File: src/rtl/slpm_consts.svh
// Constants for the limited position monitor: bit positions, codes, widths.
// Included by the package and the design files; holds definitions only.
`ifndef SLPM_CONSTS_SVH
`define SLPM_CONSTS_SVH
`define SLPM_POS_W          32
`define SLPM_EN_BIT         1
`define SLPM_SYNC_EN_BIT    3
`define SLPM_CW_SEL_BIT     6
`define SLPM_CW_RANGE_BIT   19
`define SLPM_SW_ACTIVE_BIT  6
`define SLPM_SW_RANGE_BIT   19
`define SLPM_SW_REF_BIT     23
`define SLPM_SW_UPPER_BIT   30
`define SLPM_SW_LOWER_BIT   31
`define SLPM_ESR_MIN_CODE   8'h0A
`define SLPM_DELAY_ZERO     16'h0000
`define SLPM_ZERO32         32'h0000_0000
`define SLPM_ZERO16         16'h0000
`endif

File: src/rtl/slpm_pkg.sv
// Types shared by the limited position monitor files.
// Assumes the constants header is on the include path.
`include "slpm_consts.svh"
package slpm_pkg;
	// One upper/lower limit pair
	typedef struct packed {
		logic signed [`SLPM_POS_W-1:0] upper;
		logic signed [`SLPM_POS_W-1:0] lower;
	} slpm_pair_t;
	// Comparison result of one pair
	typedef struct packed {
		logic upper_kept;
		logic lower_kept;
	} slpm_kept_t;
	// Monitor state
	typedef enum logic [1:0] {
		SLPM_OFF,
		SLPM_WATCH,
		SLPM_VIOLATED,
		SLPM_RETRACT
	} slpm_state_t;
endpackage

File: src/rtl/slpm_monitor.sv
// Limited position monitor: two limit pairs, violation stop, status words.
// Assumes all inputs are synchronous to core_clk; referencing, direction
// monitor and stop execution live outside and meet us through ports.
`timescale 1ns/1ps
`include "slpm_consts.svh"
module slpm_monitor
	import slpm_pkg::*;
#(
	parameter int POS_W = `SLPM_POS_W
) (
	input  wire logic                    core_clk,
	input  wire logic                    rst_n,
	input  wire logic                    power_on_pulse,
	input  wire logic [31:0]             safety_enable_word,
	input  wire slpm_pair_t              upper_limit_pair,
	input  wire slpm_pair_t              lower_limit_pair,
	input  wire logic [7:0]              limit_stop_response,
	input  wire logic [15:0]             bus_failure_delay,
	input  wire logic                    use_terminals,
	input  wire logic                    short_telegram,
	input  wire logic [31:0]             safety_control_word_one,
	input  wire logic [31:0]             safety_control_word_two,
	input  wire logic                    failsafe_input_select,
	input  wire logic                    failsafe_input_range,
	input  wire logic                    failsafe_input_retract,
	input  wire logic                    safe_ack,
	input  wire logic                    comm_lost,
	input  wire logic                    safely_referenced,
	input  wire logic signed [POS_W-1:0] position,
	output logic [31:0]                  control_diag_bits_ff,
	output logic [31:0]                  status_diag_bits_ff,
	output logic [31:0]                  safety_status_word_one_ff,
	output logic [31:0]                  safety_status_word_two_ff,
	output logic                         failsafe_output_active_ff,
	output logic                         failsafe_output_area_ff,
	output logic                         stop_request_ff,
	output logic [7:0]                   stop_code_ff,
	output logic                         extended_stop_retract_ff,
	output logic                         limit_violation_message_ff,
	output logic                         config_conflict_fault_ff,
	output logic                         dir_monitor_pos_ff,
	output logic                         dir_monitor_neg_ff
);
	slpm_state_t state_ff;       // Monitor state
	slpm_state_t nxt_state;
	logic        enabled_ff;     // Enable latched at power-on
	logic        retract_q_ff;   // Retract input, previous cycle
	logic        viol_low_ff;    // Lower limit was the one passed
	logic        viol_low_next;
	slpm_kept_t  kept_r1;        // Compare results, range one
	slpm_kept_t  kept_r2;        // Compare results, range two
	slpm_kept_t  kept_act;       // Results of the selected range
	logic        sel_fn;         // Function selected
	logic        sel_range;      // Range two selected
	logic        active;         // Internal active diagnostic
	logic        violated_now;   // Selected range breached
	logic        retract_rise;
	logic        retract_fall;

	// One comparator per range; the pairs are split into ranges here
	slpm_limit_cmp #(.POS_W(POS_W)) u_cmp_r1 (
		.core_clk (core_clk),
		.rst_n    (rst_n),
		.position (position),
		.pair     ('{upper: upper_limit_pair.upper,
		             lower: lower_limit_pair.upper}),
		.kept_ff  (kept_r1)
	);
	slpm_limit_cmp #(.POS_W(POS_W)) u_cmp_r2 (
		.core_clk (core_clk),
		.rst_n    (rst_n),
		.position (position),
		.pair     ('{upper: upper_limit_pair.lower,
		             lower: lower_limit_pair.lower}),
		.kept_ff  (kept_r2)
	);

	// Selection source: terminals or the two control words
	always_comb begin
		if (use_terminals) begin
			sel_fn    = failsafe_input_select;
			sel_range = failsafe_input_range;
		end else begin
			sel_fn    = safety_control_word_one[`SLPM_CW_SEL_BIT] |
			            safety_control_word_two[`SLPM_CW_SEL_BIT];
			// Short telegram never reaches range two
			sel_range = !short_telegram &
			            safety_control_word_two[`SLPM_CW_RANGE_BIT];
		end
		sel_fn       = sel_fn & enabled_ff & !config_conflict_fault_ff;
		kept_act     = sel_range ? kept_r2 : kept_r1;
		violated_now = !(kept_act.upper_kept & kept_act.lower_kept);
		active       = (state_ff != SLPM_OFF) && (state_ff != SLPM_RETRACT);
	end

	assign retract_rise = failsafe_input_retract & !retract_q_ff;
	assign retract_fall = !failsafe_input_retract & retract_q_ff;

	// Enable and conflict are only re-read at power-on
	always_ff @(posedge core_clk) begin
		if (!rst_n) begin
			enabled_ff               <= 1'b0;
			config_conflict_fault_ff <= 1'b0;
		end else if (power_on_pulse) begin
			enabled_ff <= safety_enable_word[`SLPM_EN_BIT];
			config_conflict_fault_ff <=
				safety_enable_word[`SLPM_EN_BIT] &
				safety_enable_word[`SLPM_SYNC_EN_BIT];
		end
	end

	// State sequencing
	always_comb begin
		nxt_state     = state_ff;
		viol_low_next = viol_low_ff;
		unique case (state_ff)
			SLPM_OFF: begin
				if (sel_fn) begin
					nxt_state = SLPM_WATCH;
				end
			end
			SLPM_WATCH: begin
				if (!sel_fn) begin
					nxt_state = SLPM_OFF;
				end else if (violated_now) begin
					nxt_state     = SLPM_VIOLATED;
					viol_low_next = !kept_act.lower_kept;
				end
			end
			SLPM_VIOLATED: begin
				// Ack is not an exit: only deselect, a referenced terminal retract edge or a clean range
				if (!sel_fn) begin
					nxt_state = SLPM_OFF;
				end else if (use_terminals && retract_rise &&
				             safely_referenced) begin
					nxt_state = SLPM_RETRACT;
				end else if (!violated_now) begin
					nxt_state = SLPM_WATCH;
				end
			end
			SLPM_RETRACT: begin
				if (retract_fall) begin
					nxt_state = sel_fn ? SLPM_WATCH : SLPM_OFF;
				end
			end
		endcase
	end

	// State register and retract edge history
	always_ff @(posedge core_clk) begin
		if (!rst_n) begin
			state_ff     <= SLPM_OFF;
			viol_low_ff  <= 1'b0;
			retract_q_ff <= 1'b0;
		end else begin
			state_ff     <= nxt_state;
			viol_low_ff  <= viol_low_next;
			retract_q_ff <= failsafe_input_retract;
		end
	end

	// Stop request, message and bus loss reaction
	always_ff @(posedge core_clk) begin
		if (!rst_n) begin
			stop_request_ff            <= 1'b0;
			stop_code_ff               <= 8'h00;
			limit_violation_message_ff <= 1'b0;
			extended_stop_retract_ff   <= 1'b0;
		end else begin
			stop_request_ff <= (nxt_state == SLPM_VIOLATED);
			stop_code_ff    <= limit_stop_response;
			// Ack while still outside only re-raises the message
			limit_violation_message_ff <= (nxt_state == SLPM_VIOLATED) |
				(safe_ack & (state_ff == SLPM_VIOLATED));
			extended_stop_retract_ff <= comm_lost & active &
				(bus_failure_delay != `SLPM_DELAY_ZERO) &
				(limit_stop_response >= `SLPM_ESR_MIN_CODE);
		end
	end

	// Direction monitor request during terminal retract
	always_ff @(posedge core_clk) begin
		if (!rst_n) begin
			dir_monitor_pos_ff <= 1'b0;
			dir_monitor_neg_ff <= 1'b0;
		end else begin
			dir_monitor_pos_ff <= (nxt_state == SLPM_RETRACT) &
			                      viol_low_next;
			dir_monitor_neg_ff <= (nxt_state == SLPM_RETRACT) &
			                      !viol_low_next;
		end
	end

	// Diagnostic words and telegram status words
	always_ff @(posedge core_clk) begin
		if (!rst_n) begin
			control_diag_bits_ff      <= `SLPM_ZERO32;
			status_diag_bits_ff       <= `SLPM_ZERO32;
			safety_status_word_one_ff <= `SLPM_ZERO32;
			safety_status_word_two_ff <= `SLPM_ZERO32;
			failsafe_output_active_ff <= 1'b0;
			failsafe_output_area_ff   <= 1'b0;
		end else begin
			control_diag_bits_ff <= `SLPM_ZERO32;
			control_diag_bits_ff[`SLPM_CW_SEL_BIT]   <= sel_fn;
			control_diag_bits_ff[`SLPM_CW_RANGE_BIT] <= sel_range;
			status_diag_bits_ff <= `SLPM_ZERO32;
			status_diag_bits_ff[`SLPM_SW_ACTIVE_BIT] <= active;
			status_diag_bits_ff[`SLPM_SW_RANGE_BIT]  <= sel_range;
			status_diag_bits_ff[`SLPM_SW_REF_BIT] <= safely_referenced;
			status_diag_bits_ff[`SLPM_SW_UPPER_BIT] <= kept_act.upper_kept;
			status_diag_bits_ff[`SLPM_SW_LOWER_BIT] <= kept_act.lower_kept;
			safety_status_word_one_ff <= `SLPM_ZERO32;
			safety_status_word_one_ff[`SLPM_SW_ACTIVE_BIT] <=
				active & safely_referenced;
			safety_status_word_two_ff <= `SLPM_ZERO32;
			if (!short_telegram) begin
				safety_status_word_two_ff[`SLPM_SW_ACTIVE_BIT] <=
					active & safely_referenced;
				safety_status_word_two_ff[`SLPM_SW_REF_BIT] <=
					safely_referenced;
				safety_status_word_two_ff[`SLPM_SW_RANGE_BIT] <=
					sel_range;
				safety_status_word_two_ff[`SLPM_SW_UPPER_BIT] <=
					kept_act.upper_kept;
				safety_status_word_two_ff[`SLPM_SW_LOWER_BIT] <=
					kept_act.lower_kept;
			end
			failsafe_output_active_ff <= active & safely_referenced;
			failsafe_output_area_ff   <= sel_range;
		end
	end

	// Assertions
	a_stop_on_viol: assert property (@(posedge core_clk) disable iff (!rst_n)
		(state_ff == SLPM_VIOLATED) |-> stop_request_ff)
		else $error("stop not raised while violated");
	a_ack_no_clear: assert property (@(posedge core_clk) disable iff (!rst_n)
		(state_ff == SLPM_VIOLATED && sel_fn && violated_now &&
		 !(use_terminals && retract_rise && safely_referenced))
		|=> state_ff == SLPM_VIOLATED)
		else $error("violation cleared while outside");
	a_active_and: assert property (@(posedge core_clk) disable iff (!rst_n)
		safety_status_word_one_ff[`SLPM_SW_ACTIVE_BIT] |->
		status_diag_bits_ff[`SLPM_SW_ACTIVE_BIT] &
		status_diag_bits_ff[`SLPM_SW_REF_BIT])
		else $error("reported active without referenced");
	a_conflict: assert property (@(posedge core_clk) disable iff (!rst_n)
		config_conflict_fault_ff |-> !status_diag_bits_ff[`SLPM_SW_ACTIVE_BIT])
		else $error("active despite config conflict");
	a_short_range: assert property (@(posedge core_clk) disable iff (!rst_n)
		short_telegram && !use_terminals |-> !sel_range)
		else $error("range two in short format");
	a_esr_code: assert property (@(posedge core_clk) disable iff (!rst_n)
		extended_stop_retract_ff |->
		$past(limit_stop_response) >= `SLPM_ESR_MIN_CODE)
		else $error("retract reaction with low code");
	a_retract_dir: assert property (@(posedge core_clk) disable iff (!rst_n)
		(state_ff == SLPM_RETRACT) |->
		(dir_monitor_pos_ff ^ dir_monitor_neg_ff) && !active)
		else $error("retract direction wrong");
	a_kept_follow: assert property (@(posedge core_clk) disable iff (!rst_n)
		status_diag_bits_ff[`SLPM_SW_UPPER_BIT] ==
		safety_status_word_two_ff[`SLPM_SW_UPPER_BIT] || $past(short_telegram))
		else $error("telegram kept differs");
	a_enable_hold: assert property (@(posedge core_clk) disable iff (!rst_n)
		!power_on_pulse |=> $stable(enabled_ff))
		else $error("enable changed without power-on");
	c_violation: cover property (@(posedge core_clk) disable iff (!rst_n)
		state_ff == SLPM_WATCH ##1 state_ff == SLPM_VIOLATED);
	c_retract: cover property (@(posedge core_clk) disable iff (!rst_n)
		state_ff == SLPM_RETRACT ##1 state_ff == SLPM_WATCH);
	c_switch: cover property (@(posedge core_clk) disable iff (!rst_n)
		state_ff == SLPM_VIOLATED ##1 state_ff == SLPM_WATCH);
endmodule // slpm_monitor

File: src/rtl/slpm_limit_cmp.sv
// Registered compare of the safe position against one limit pair.
// Assumes position and limits are synchronous to core_clk.
`timescale 1ns/1ps
`include "slpm_consts.svh"
module slpm_limit_cmp
	import slpm_pkg::*;
#(
	parameter int POS_W = `SLPM_POS_W
) (
	input  wire logic                    core_clk,
	input  wire logic                    rst_n,
	input  wire logic signed [POS_W-1:0] position,
	input  wire slpm_pair_t              pair,
	output slpm_kept_t                   kept_ff
);
	// Next comparison; no hysteresis, so it may toggle at a limit
	slpm_kept_t nxt_kept;
	always_comb begin
		nxt_kept.upper_kept = !(position > pair.upper);
		nxt_kept.lower_kept = !(position < pair.lower);
	end
	// Every cycle; reset reads as both kept
	always_ff @(posedge core_clk) begin
		if (!rst_n) begin
			kept_ff <= '{upper_kept: 1'b1, lower_kept: 1'b1};
		end else begin
			kept_ff <= nxt_kept;
		end
	end
endmodule // slpm_limit_cmp

File: config.mk
export PLATFORM = sky130hd
export DESIGN_NAME = slpm_monitor
export DESIGN_NICKNAME = d
export VERILOG_FILES = /design/src/rtl/slpm_pkg.sv /design/src/rtl/slpm_monitor.sv /design/src/rtl/slpm_limit_cmp.sv
export VERILOG_INCLUDE_DIRS = /design/src /design/src/rtl
export SDC_FILE = /design/constraint.sdc
export NUM_CORES = 1
export LEC_CHECK = 0
export ABC_AREA = 1
export BUFFER_PORTS_ARGS = -buffer_cell sky130_fd_sc_hd__buf_2
export CAP_MARGIN = 25
export CORE_AREA = 2 2 170 172
export CTS_CLUSTER_DIAMETER = 200
export DETAILED_ROUTE_END_ITERATION = 12
export DIE_AREA = 0 0 172 174
export PLACE_DENSITY = 0.5
export SETUP_SLACK_MARGIN = 0.2
export SYNTH_ARGS = -nofsm -noshare
export SYNTH_HDL_FRONTEND = slang
export SYNTH_SLANG_ARGS = --single-unit
export TNS_END_PERCENT = 100
File: constraint.sdc
create_clock -name core_clk -period 1.8 [get_ports core_clk]
set_clock_uncertainty 0.15 [all_clocks]
set_input_delay 0.09 -clock core_clk [delete_from_list [all_inputs] [get_ports core_clk]]
set_output_delay 0.09 -clock core_clk [all_outputs]
set_load 0.01 [all_outputs]
* After elaboration in Yosys (flattened, before gate mapping) *
Cells that the tools add are included.
W data, S select, Z words.

operators by class
  order comparisons = 5
  equal/unequal tests = 6
  muxes and demuxes = 15
  bitwise operators = 17
  reduce and logical (&&, ||, !) cells = 17

operator list
  operator              count
  $gt A32 B32 Y1        2
  $lt A32 B32 Y1        2
  $mux W2               8
  $reduce_bool A16 Y1   1
  $and A1 B1 Y1         14
  $logic_not A1 Y1      10
  $eq A2 B2 Y1 const B  4
  $ge A8 B4 Y1 const B  1
  $pmux W2 S4           1
  $mux W1               6
  $logic_and A1 B1 Y1   3
  $eq A2 B1 Y1 const B  1
  $logic_not A2 Y1      1
  $ne A2 B2 Y1 const B  1
  $or A1 B1 Y1          2
  $reduce_bool A2 Y1    1
  $reduce_or A2 Y1      1
  $not A1 Y1            1

storage, ports and cells
  register bits = 152
  bits of input ports = 291
  output and inout port bits = 144

* Depth between registers and ports, before layout *
  depth in word-level cells = 11
  gate-level depth with buffers = 14
  gate-level depth less buffers = 14

* Hierarchy *
A second synthesis with hierarchy kept.

unflattened totals
  cells, all modules = 835
  area, all modules = 5700.5 µm²

by module, submodules not included
  module                     times used  cells an instance  area an instance (µm²)  seq. area each (µm²)
  slpm_monitor               1           291                2217.1                  620.6
  slpm_limit_cmp (u_cmp_r1)  1           272                1744.2                  40.0
  slpm_limit_cmp (u_cmp_r2)  1           272                1739.2                  40.0

* Worst setup path after synthesis *
Ideal clock, no wire load.

  path type = register to register
  from = register state_ff[1]
  to = register limit_violation_message_ff
  arrival time = 1.295 ns
  setup slack = 0.242 ns
  cell stages (with the launch flop) = 13
  clock period less this slack = 1.558 ns
  cell sequence = dfxtp_1 -> inv_1 -> ha_1 -> nand3_4 -> inv_2 -> nand2_2 -> nand2_1 -> nor2_1 -> nand2_1 -> nand2_1 -> nand2_1 -> nand3_2 -> nand2_1

between the ends
  cells in the longest elaborated chain, start to end = 6
  elaborated cells on any way between the ends = 15
  classes of those cells = eq/ne (4); mux (8); bitwise (2); reduce/logical (1)

ends and longest elaborated chain
  what                      line                 source
  start: declaration        slpm_monitor.sv:44   slpm_state_t state_ff;
  start signal: assignment  slpm_monitor.sv:156  state_ff <= nxt_state;
  $mux W2                   slpm_monitor.sv:137  end else if (!violated_now) begin
  $mux W2                   slpm_monitor.sv:134  end else if (use_terminals && retract_rise &&
  $mux W2                   slpm_monitor.sv:132  if (!sel_fn) begin
  $pmux W2 S4               slpm_monitor.sv:116  unique case (state_ff)
  $eq A2 B2 Y1              slpm_monitor.sv:173  limit_violation_message_ff <= (nxt_state == SLPM_VIOLATED) |
  $or A1 B1 Y1 (*)          slpm_monitor.sv:173
  end signal: assignment    slpm_monitor.sv:173
  end: declaration          slpm_monitor.sv:39   output logic limit_violation_message_ff,

Every way passes the cells marked *; elsewhere a longest branch is shown, timed or not.
A chain may end at the register's enable or synchronous reset.

* Worst setup path in the final report *
  from = register retract_q_ff
  to = register limit_violation_message_ff

between the ends
  cells in the longest elaborated chain, start to end = 9
  elaborated cells on any way between the ends = 11
  classes of those cells = eq/ne (1); mux (4); bitwise (3); reduce/logical (3)

ends and longest elaborated chain
  what                               line                 source
  start: declaration                 slpm_monitor.sv:47   logic retract_q_ff;
  start signal: assignment           slpm_monitor.sv:158  retract_q_ff <= failsafe_input_retract;
  $logic_not A1 Y1                   slpm_monitor.sv:96   assign retract_rise = failsafe_input_retract & !retract_q_ff;
  $and A1 B1 Y1                      slpm_monitor.sv:96
  $logic_and A1 B1 Y1 (2 in series)  slpm_monitor.sv:134
  $mux W2                            slpm_monitor.sv:134
  $mux W2                            slpm_monitor.sv:132
  $pmux W2 S4 (*)                    slpm_monitor.sv:116
  $eq A2 B2 Y1 (*)                   slpm_monitor.sv:173
  $or A1 B1 Y1 (*)                   slpm_monitor.sv:173

Marks and branches as above.

==> impl_summary.log <==
INFO  metric status = finished with violations
INFO  metric failed_checks = hold timing
INFO  metric final_period_minus_worst_setup_slack = 1530 ps
INFO  metric grt_start_max_net_pins = 18
INFO  metric post_drt_via_cell_ratio = 3.74
INFO  metric sum_neg_setup_slack = 0 ps
INFO  metric internal-power = 2.35 mW
INFO  metric postSynthAreaPerCell = 6.78 µm²
INFO  metric timing.critical_path.fanout_max = 3
INFO  metric fraction_of_power_spent_switching_nets = 38.7%
INFO  metric routed_wirelength = between 15,000 and 20,000 µm
INFO  metric htree_levels = 2
INFO  metric drt-wirelength-per-cell = 11.6 µm
INFO  metric clock_buffer_count_from_cts = 5
INFO  metric first_pass_grt_wire_length = 25,700 µm
INFO  metric met1_capacity_usage_during_global_routing = 13.8%
INFO  metric ys_ff_latch = 35
INFO  metric count_leader_synth = sky130_fd_sc_hd__inv_1
INFO  metric synth_seq_area_share = 12.5%
INFO  metric die_w = 172 µm
INFO  metric hpwlAfterDp = 15,500 µm
INFO  metric start_util = 19.8%
INFO  metric clkPwrFrac = 25.8%
INFO  metric detail_route.first_pass.iterations = 4
INFO  metric postRouteAntennaNets = 0
INFO  metric switchingPower = 1.48 mW
INFO  metric timing_worst_setup_path_type = flip-flop to flip-flop
INFO  metric timing.final.crit_share = 85.1%
INFO  metric post-synth-top-area-cell = sky130_fd_sc_hd__ha_1
INFO  metric placement.io_buffers = 228
INFO  metric max_cap_viol_count = 0
INFO  metric synthCells = 825
INFO  metric min-delay-path-class = input pin to flip-flop
INFO  metric row_count = 62
INFO  metric yosys-top-cells-count = sky130_fd_sc_hd__inv_1, sky130_fd_sc_hd__nand2_1, sky130_fd_sc_hd__ha_1, sky130_fd_sc_hd__buf_4, sky130_fd_sc_hd__a21oi_1
INFO  metric area_delta_synth_final = 39.7%
INFO  metric tritoncts = done
INFO  metric antenna_found_initial = 5
INFO  metric yosys.area.top_type_share = 29.1%
INFO  metric cts_sinks = 35
INFO  metric end_kind = flip-flop
INFO  metric grt.met3_usage = 2.00%
INFO  metric filler_cell_count = 3,205
INFO  metric timing.critical_path.arrival = 1550 ps
INFO  metric gp_routability_congestion = 0.787
INFO  metric grt_most_used_layer = met2
INFO  metric synthesis.yosys.warnings = 0
INFO  metric final_util = 27.7%
INFO  metric final-hold-violation-count = 1
INFO  metric critical_path.cell_chain = inv_2, or2_4, nand2_2, nand2_2, nand2_2, nand2_2, nor2_4, nand2_1, nand2_1, nand2_1, nand3_2, nand2_1
INFO  metric synth-edff-count = 0
INFO  metric power_frac_comb = 50.1%
INFO  metric final_layout_size_suffix_gt1_share = 31.8%
INFO  metric share_of_synthesized_registers_carrying_an_async_set_or_reset = 0%
INFO  metric synthTopCellsByArea = sky130_fd_sc_hd__ha_1, sky130_fd_sc_hd__buf_4, sky130_fd_sc_hd__dfxtp_1
INFO  metric smallest_hold_slack = -4.55 ps
INFO  metric power-per-cell-area = roughly 490 nW/µm²
INFO  metric drt-initial-drc-count = 116
INFO  metric critical-path-top-delay-family = simple AND/OR/NAND/NOR gates
INFO  metric finalPower = 3.83 mW
INFO  metric floorplan.core_area = approximately 28,000 µm²
INFO  metric num_vias = about 5,600
INFO  metric worst_ir_drop_vdd = between 0.4 and 0.5 mV
INFO  metric synth_top_flop_cell = sky130_fd_sc_hd__dfxtp_1
INFO  metric unrepaired_setup_endpoints_after_global_routing = true
INFO  metric report.final.setup_viol = 0
INFO  metric die_height = 174 µm
INFO  metric post_syn_area = 5590 µm²
INFO  metric grt_pass1_vias = 5,313
INFO  metric cpPeakStageDelay = 320 ps
INFO  metric global_route.usage.met2 = 19.8%
INFO  metric sequentialPowerShare = 24.1%
INFO  metric worstPathBufferInverterCount = 1
INFO  metric drv_slew = 0
INFO  metric worst_setup_path_start_kind = flip-flop
INFO  metric grt_overflow_total = 0
INFO  metric global_route.usage.total = 11.0%
INFO  metric pin_count = between 400 and 500
INFO  metric p_leak = around 4.7 nW
INFO  metric finalNetCount = 1,537
INFO  metric fmax = between 600 and 700 MHz
INFO  metric detail_route.drc_violations = 0
INFO  metric critPathSlowestCell = sky130_fd_sc_hd__dfxtp_2
INFO  metric clk_pin_slew = 60 ps
INFO  metric design.die.area = 29,900 µm²
INFO  metric worstPathRequired = 1820 ps
INFO  metric clkLatencyLatePin = 280 ps
INFO  metric root_buffer = sky130_fd_sc_hd__clkbuf_16
INFO  metric synth.lib_cells_used.distinct = 31
INFO  metric maximum_root_to_sink_buffer_count = 2
## flip-flops by register name (all words and copies together), names as in the netlist, 2 cells and up
| register | cells |
|---|---|
| status_diag_bits_ff | 5 |
| state_ff | 2 |
| stop_code_ff | 8 |
| u_cmp_r2.kept_ff | 2 |
| u_cmp_r1.kept_ff | 2 |
| safety_status_word_two_ff | 5 |
## layer usage
metal	part of all wire [%]	routed length (µm)
met1	44	7700
met5	0.25	44
met3	6.6	1150
met4	0.63	109
met2	48	8390
## path summary, 6_finish.rpt
path	depth (start not counted)	startpoint	endpoint	slack [ps]
hold reg to reg	2	config_conflict_fault_ff	config_conflict_fault_ff	330
setup / recovery	12	retract_q_ff	limit_violation_message_ff	270
setup reg to reg	12	retract_q_ff	limit_violation_message_ff	270
hold / removal	5	bus_failure_delay[6]	extended_stop_retract_ff	-5
## cells in the final DEF (no fill, tap or decap), types with 4 or more instances in the layout
master,n
sky130_fd_sc_hd__ha_4,16
sky130_fd_sc_hd__buf_2,224
sky130_fd_sc_hd__inv_2,5
sky130_fd_sc_hd__ha_1,113
sky130_fd_sc_hd__buf_6,6
sky130_fd_sc_hd__nor2_1,34
sky130_fd_sc_hd__nand2_1,126
sky130_fd_sc_hd__nor2_4,4
sky130_fd_sc_hd__nor3_1,6
sky130_fd_sc_hd__dfxtp_2,4
sky130_fd_sc_hd__a21oi_2,8
sky130_fd_sc_hd__dlygate4sd3_1,20
sky130_fd_sc_hd__nand3_1,22
sky130_fd_sc_hd__o211ai_1,4
sky130_fd_sc_hd__nand4_1,13
sky130_fd_sc_hd__o21ai_0,22
sky130_fd_sc_hd__dfxtp_1,31
sky130_fd_sc_hd__o21a_1,4
sky130_fd_sc_hd__buf_4,40
sky130_fd_sc_hd__clkbuf_16,5
sky130_fd_sc_hd__inv_1,178
sky130_fd_sc_hd__conb_1,115
sky130_fd_sc_hd__nor4_1,8
sky130_fd_sc_hd__nand3_2,4
sky130_fd_sc_hd__nand2_2,19
sky130_fd_sc_hd__a21oi_1,62
## worst register-to-register path, cell delays in order, from the launching register on
cell                      delay [ps]
sky130_fd_sc_hd__dfxtp_2         320
sky130_fd_sc_hd__inv_2            30
sky130_fd_sc_hd__or2_4           250
sky130_fd_sc_hd__nand2_2          70
sky130_fd_sc_hd__nand2_2          50
sky130_fd_sc_hd__nand2_2          60
sky130_fd_sc_hd__nand2_2          60
sky130_fd_sc_hd__nor2_4          120
sky130_fd_sc_hd__nand2_1          60
sky130_fd_sc_hd__nand2_1          60
sky130_fd_sc_hd__nand2_1          70
sky130_fd_sc_hd__nand3_2          70
sky130_fd_sc_hd__nand2_1          50
## repair_timing
action                                  in CTS  in global routing
endpoints found under the hold margin       17                  0
gates resized for setup                     25                 49
hold buffers                                20                  0
endpoints found under the setup margin       6                  9
pin swaps                                    8                 31
setup buffers                                6                  1
## power groups by stage
stage	Clock, mW	Sequential (mW)	Combinational [mW]
2_1_floorplan	0	0.954	1.20
3_3_place_gp	0	0.918	1.70
3_5_place_dp	0	0.917	1.73
4_1_cts	1.02	0.900	1.82
5_1_grt	1.06	0.934	2.20
6_report	0.988	0.924	1.92
## metrics by stage
step	cells	instance area (µm²)	setup slack, ps
CTS	1500	7550	138
detailed placement	1466	7010	-666
finish	1503	7810	268
global placement	1466	7010	-660
global route	1501	7810	139
floorplan	939	6020	242
## cell type report
class	instances	area (µm²)	share of cell area, %
Clock buffer	5	125	1.60
Multi-Input combinational cell	599	4060	52.0
Antenna cell	2	5.00	0.0641
Timing Repair Buffer	291	1700	21.7
Tap cell	384	480	6.15
Clock inverter	3	43.8	0.561
Inverter	184	693	8.87
Sequential cell	35	706	9.03
## cell families (layout without fill, tap and decap cells)
| kind of cell | Yosys count | in the layout | synth area share, % |
|---|---|---|---|
| buffers and inverters | 305 | 483 | 28.4 |
| and+or+nand+nor | 250 | 250 | 20.1 |
| adders and majority gates | 130 | 130 | 29.1 |
| AOI/OAI and AO/OA | 104 | 104 | 9.78 |
| DFF | 35 | 35 | 12.5 |
| other | 1 | 117 | 0.0671 |
Power figures use the tool's default switching activity.
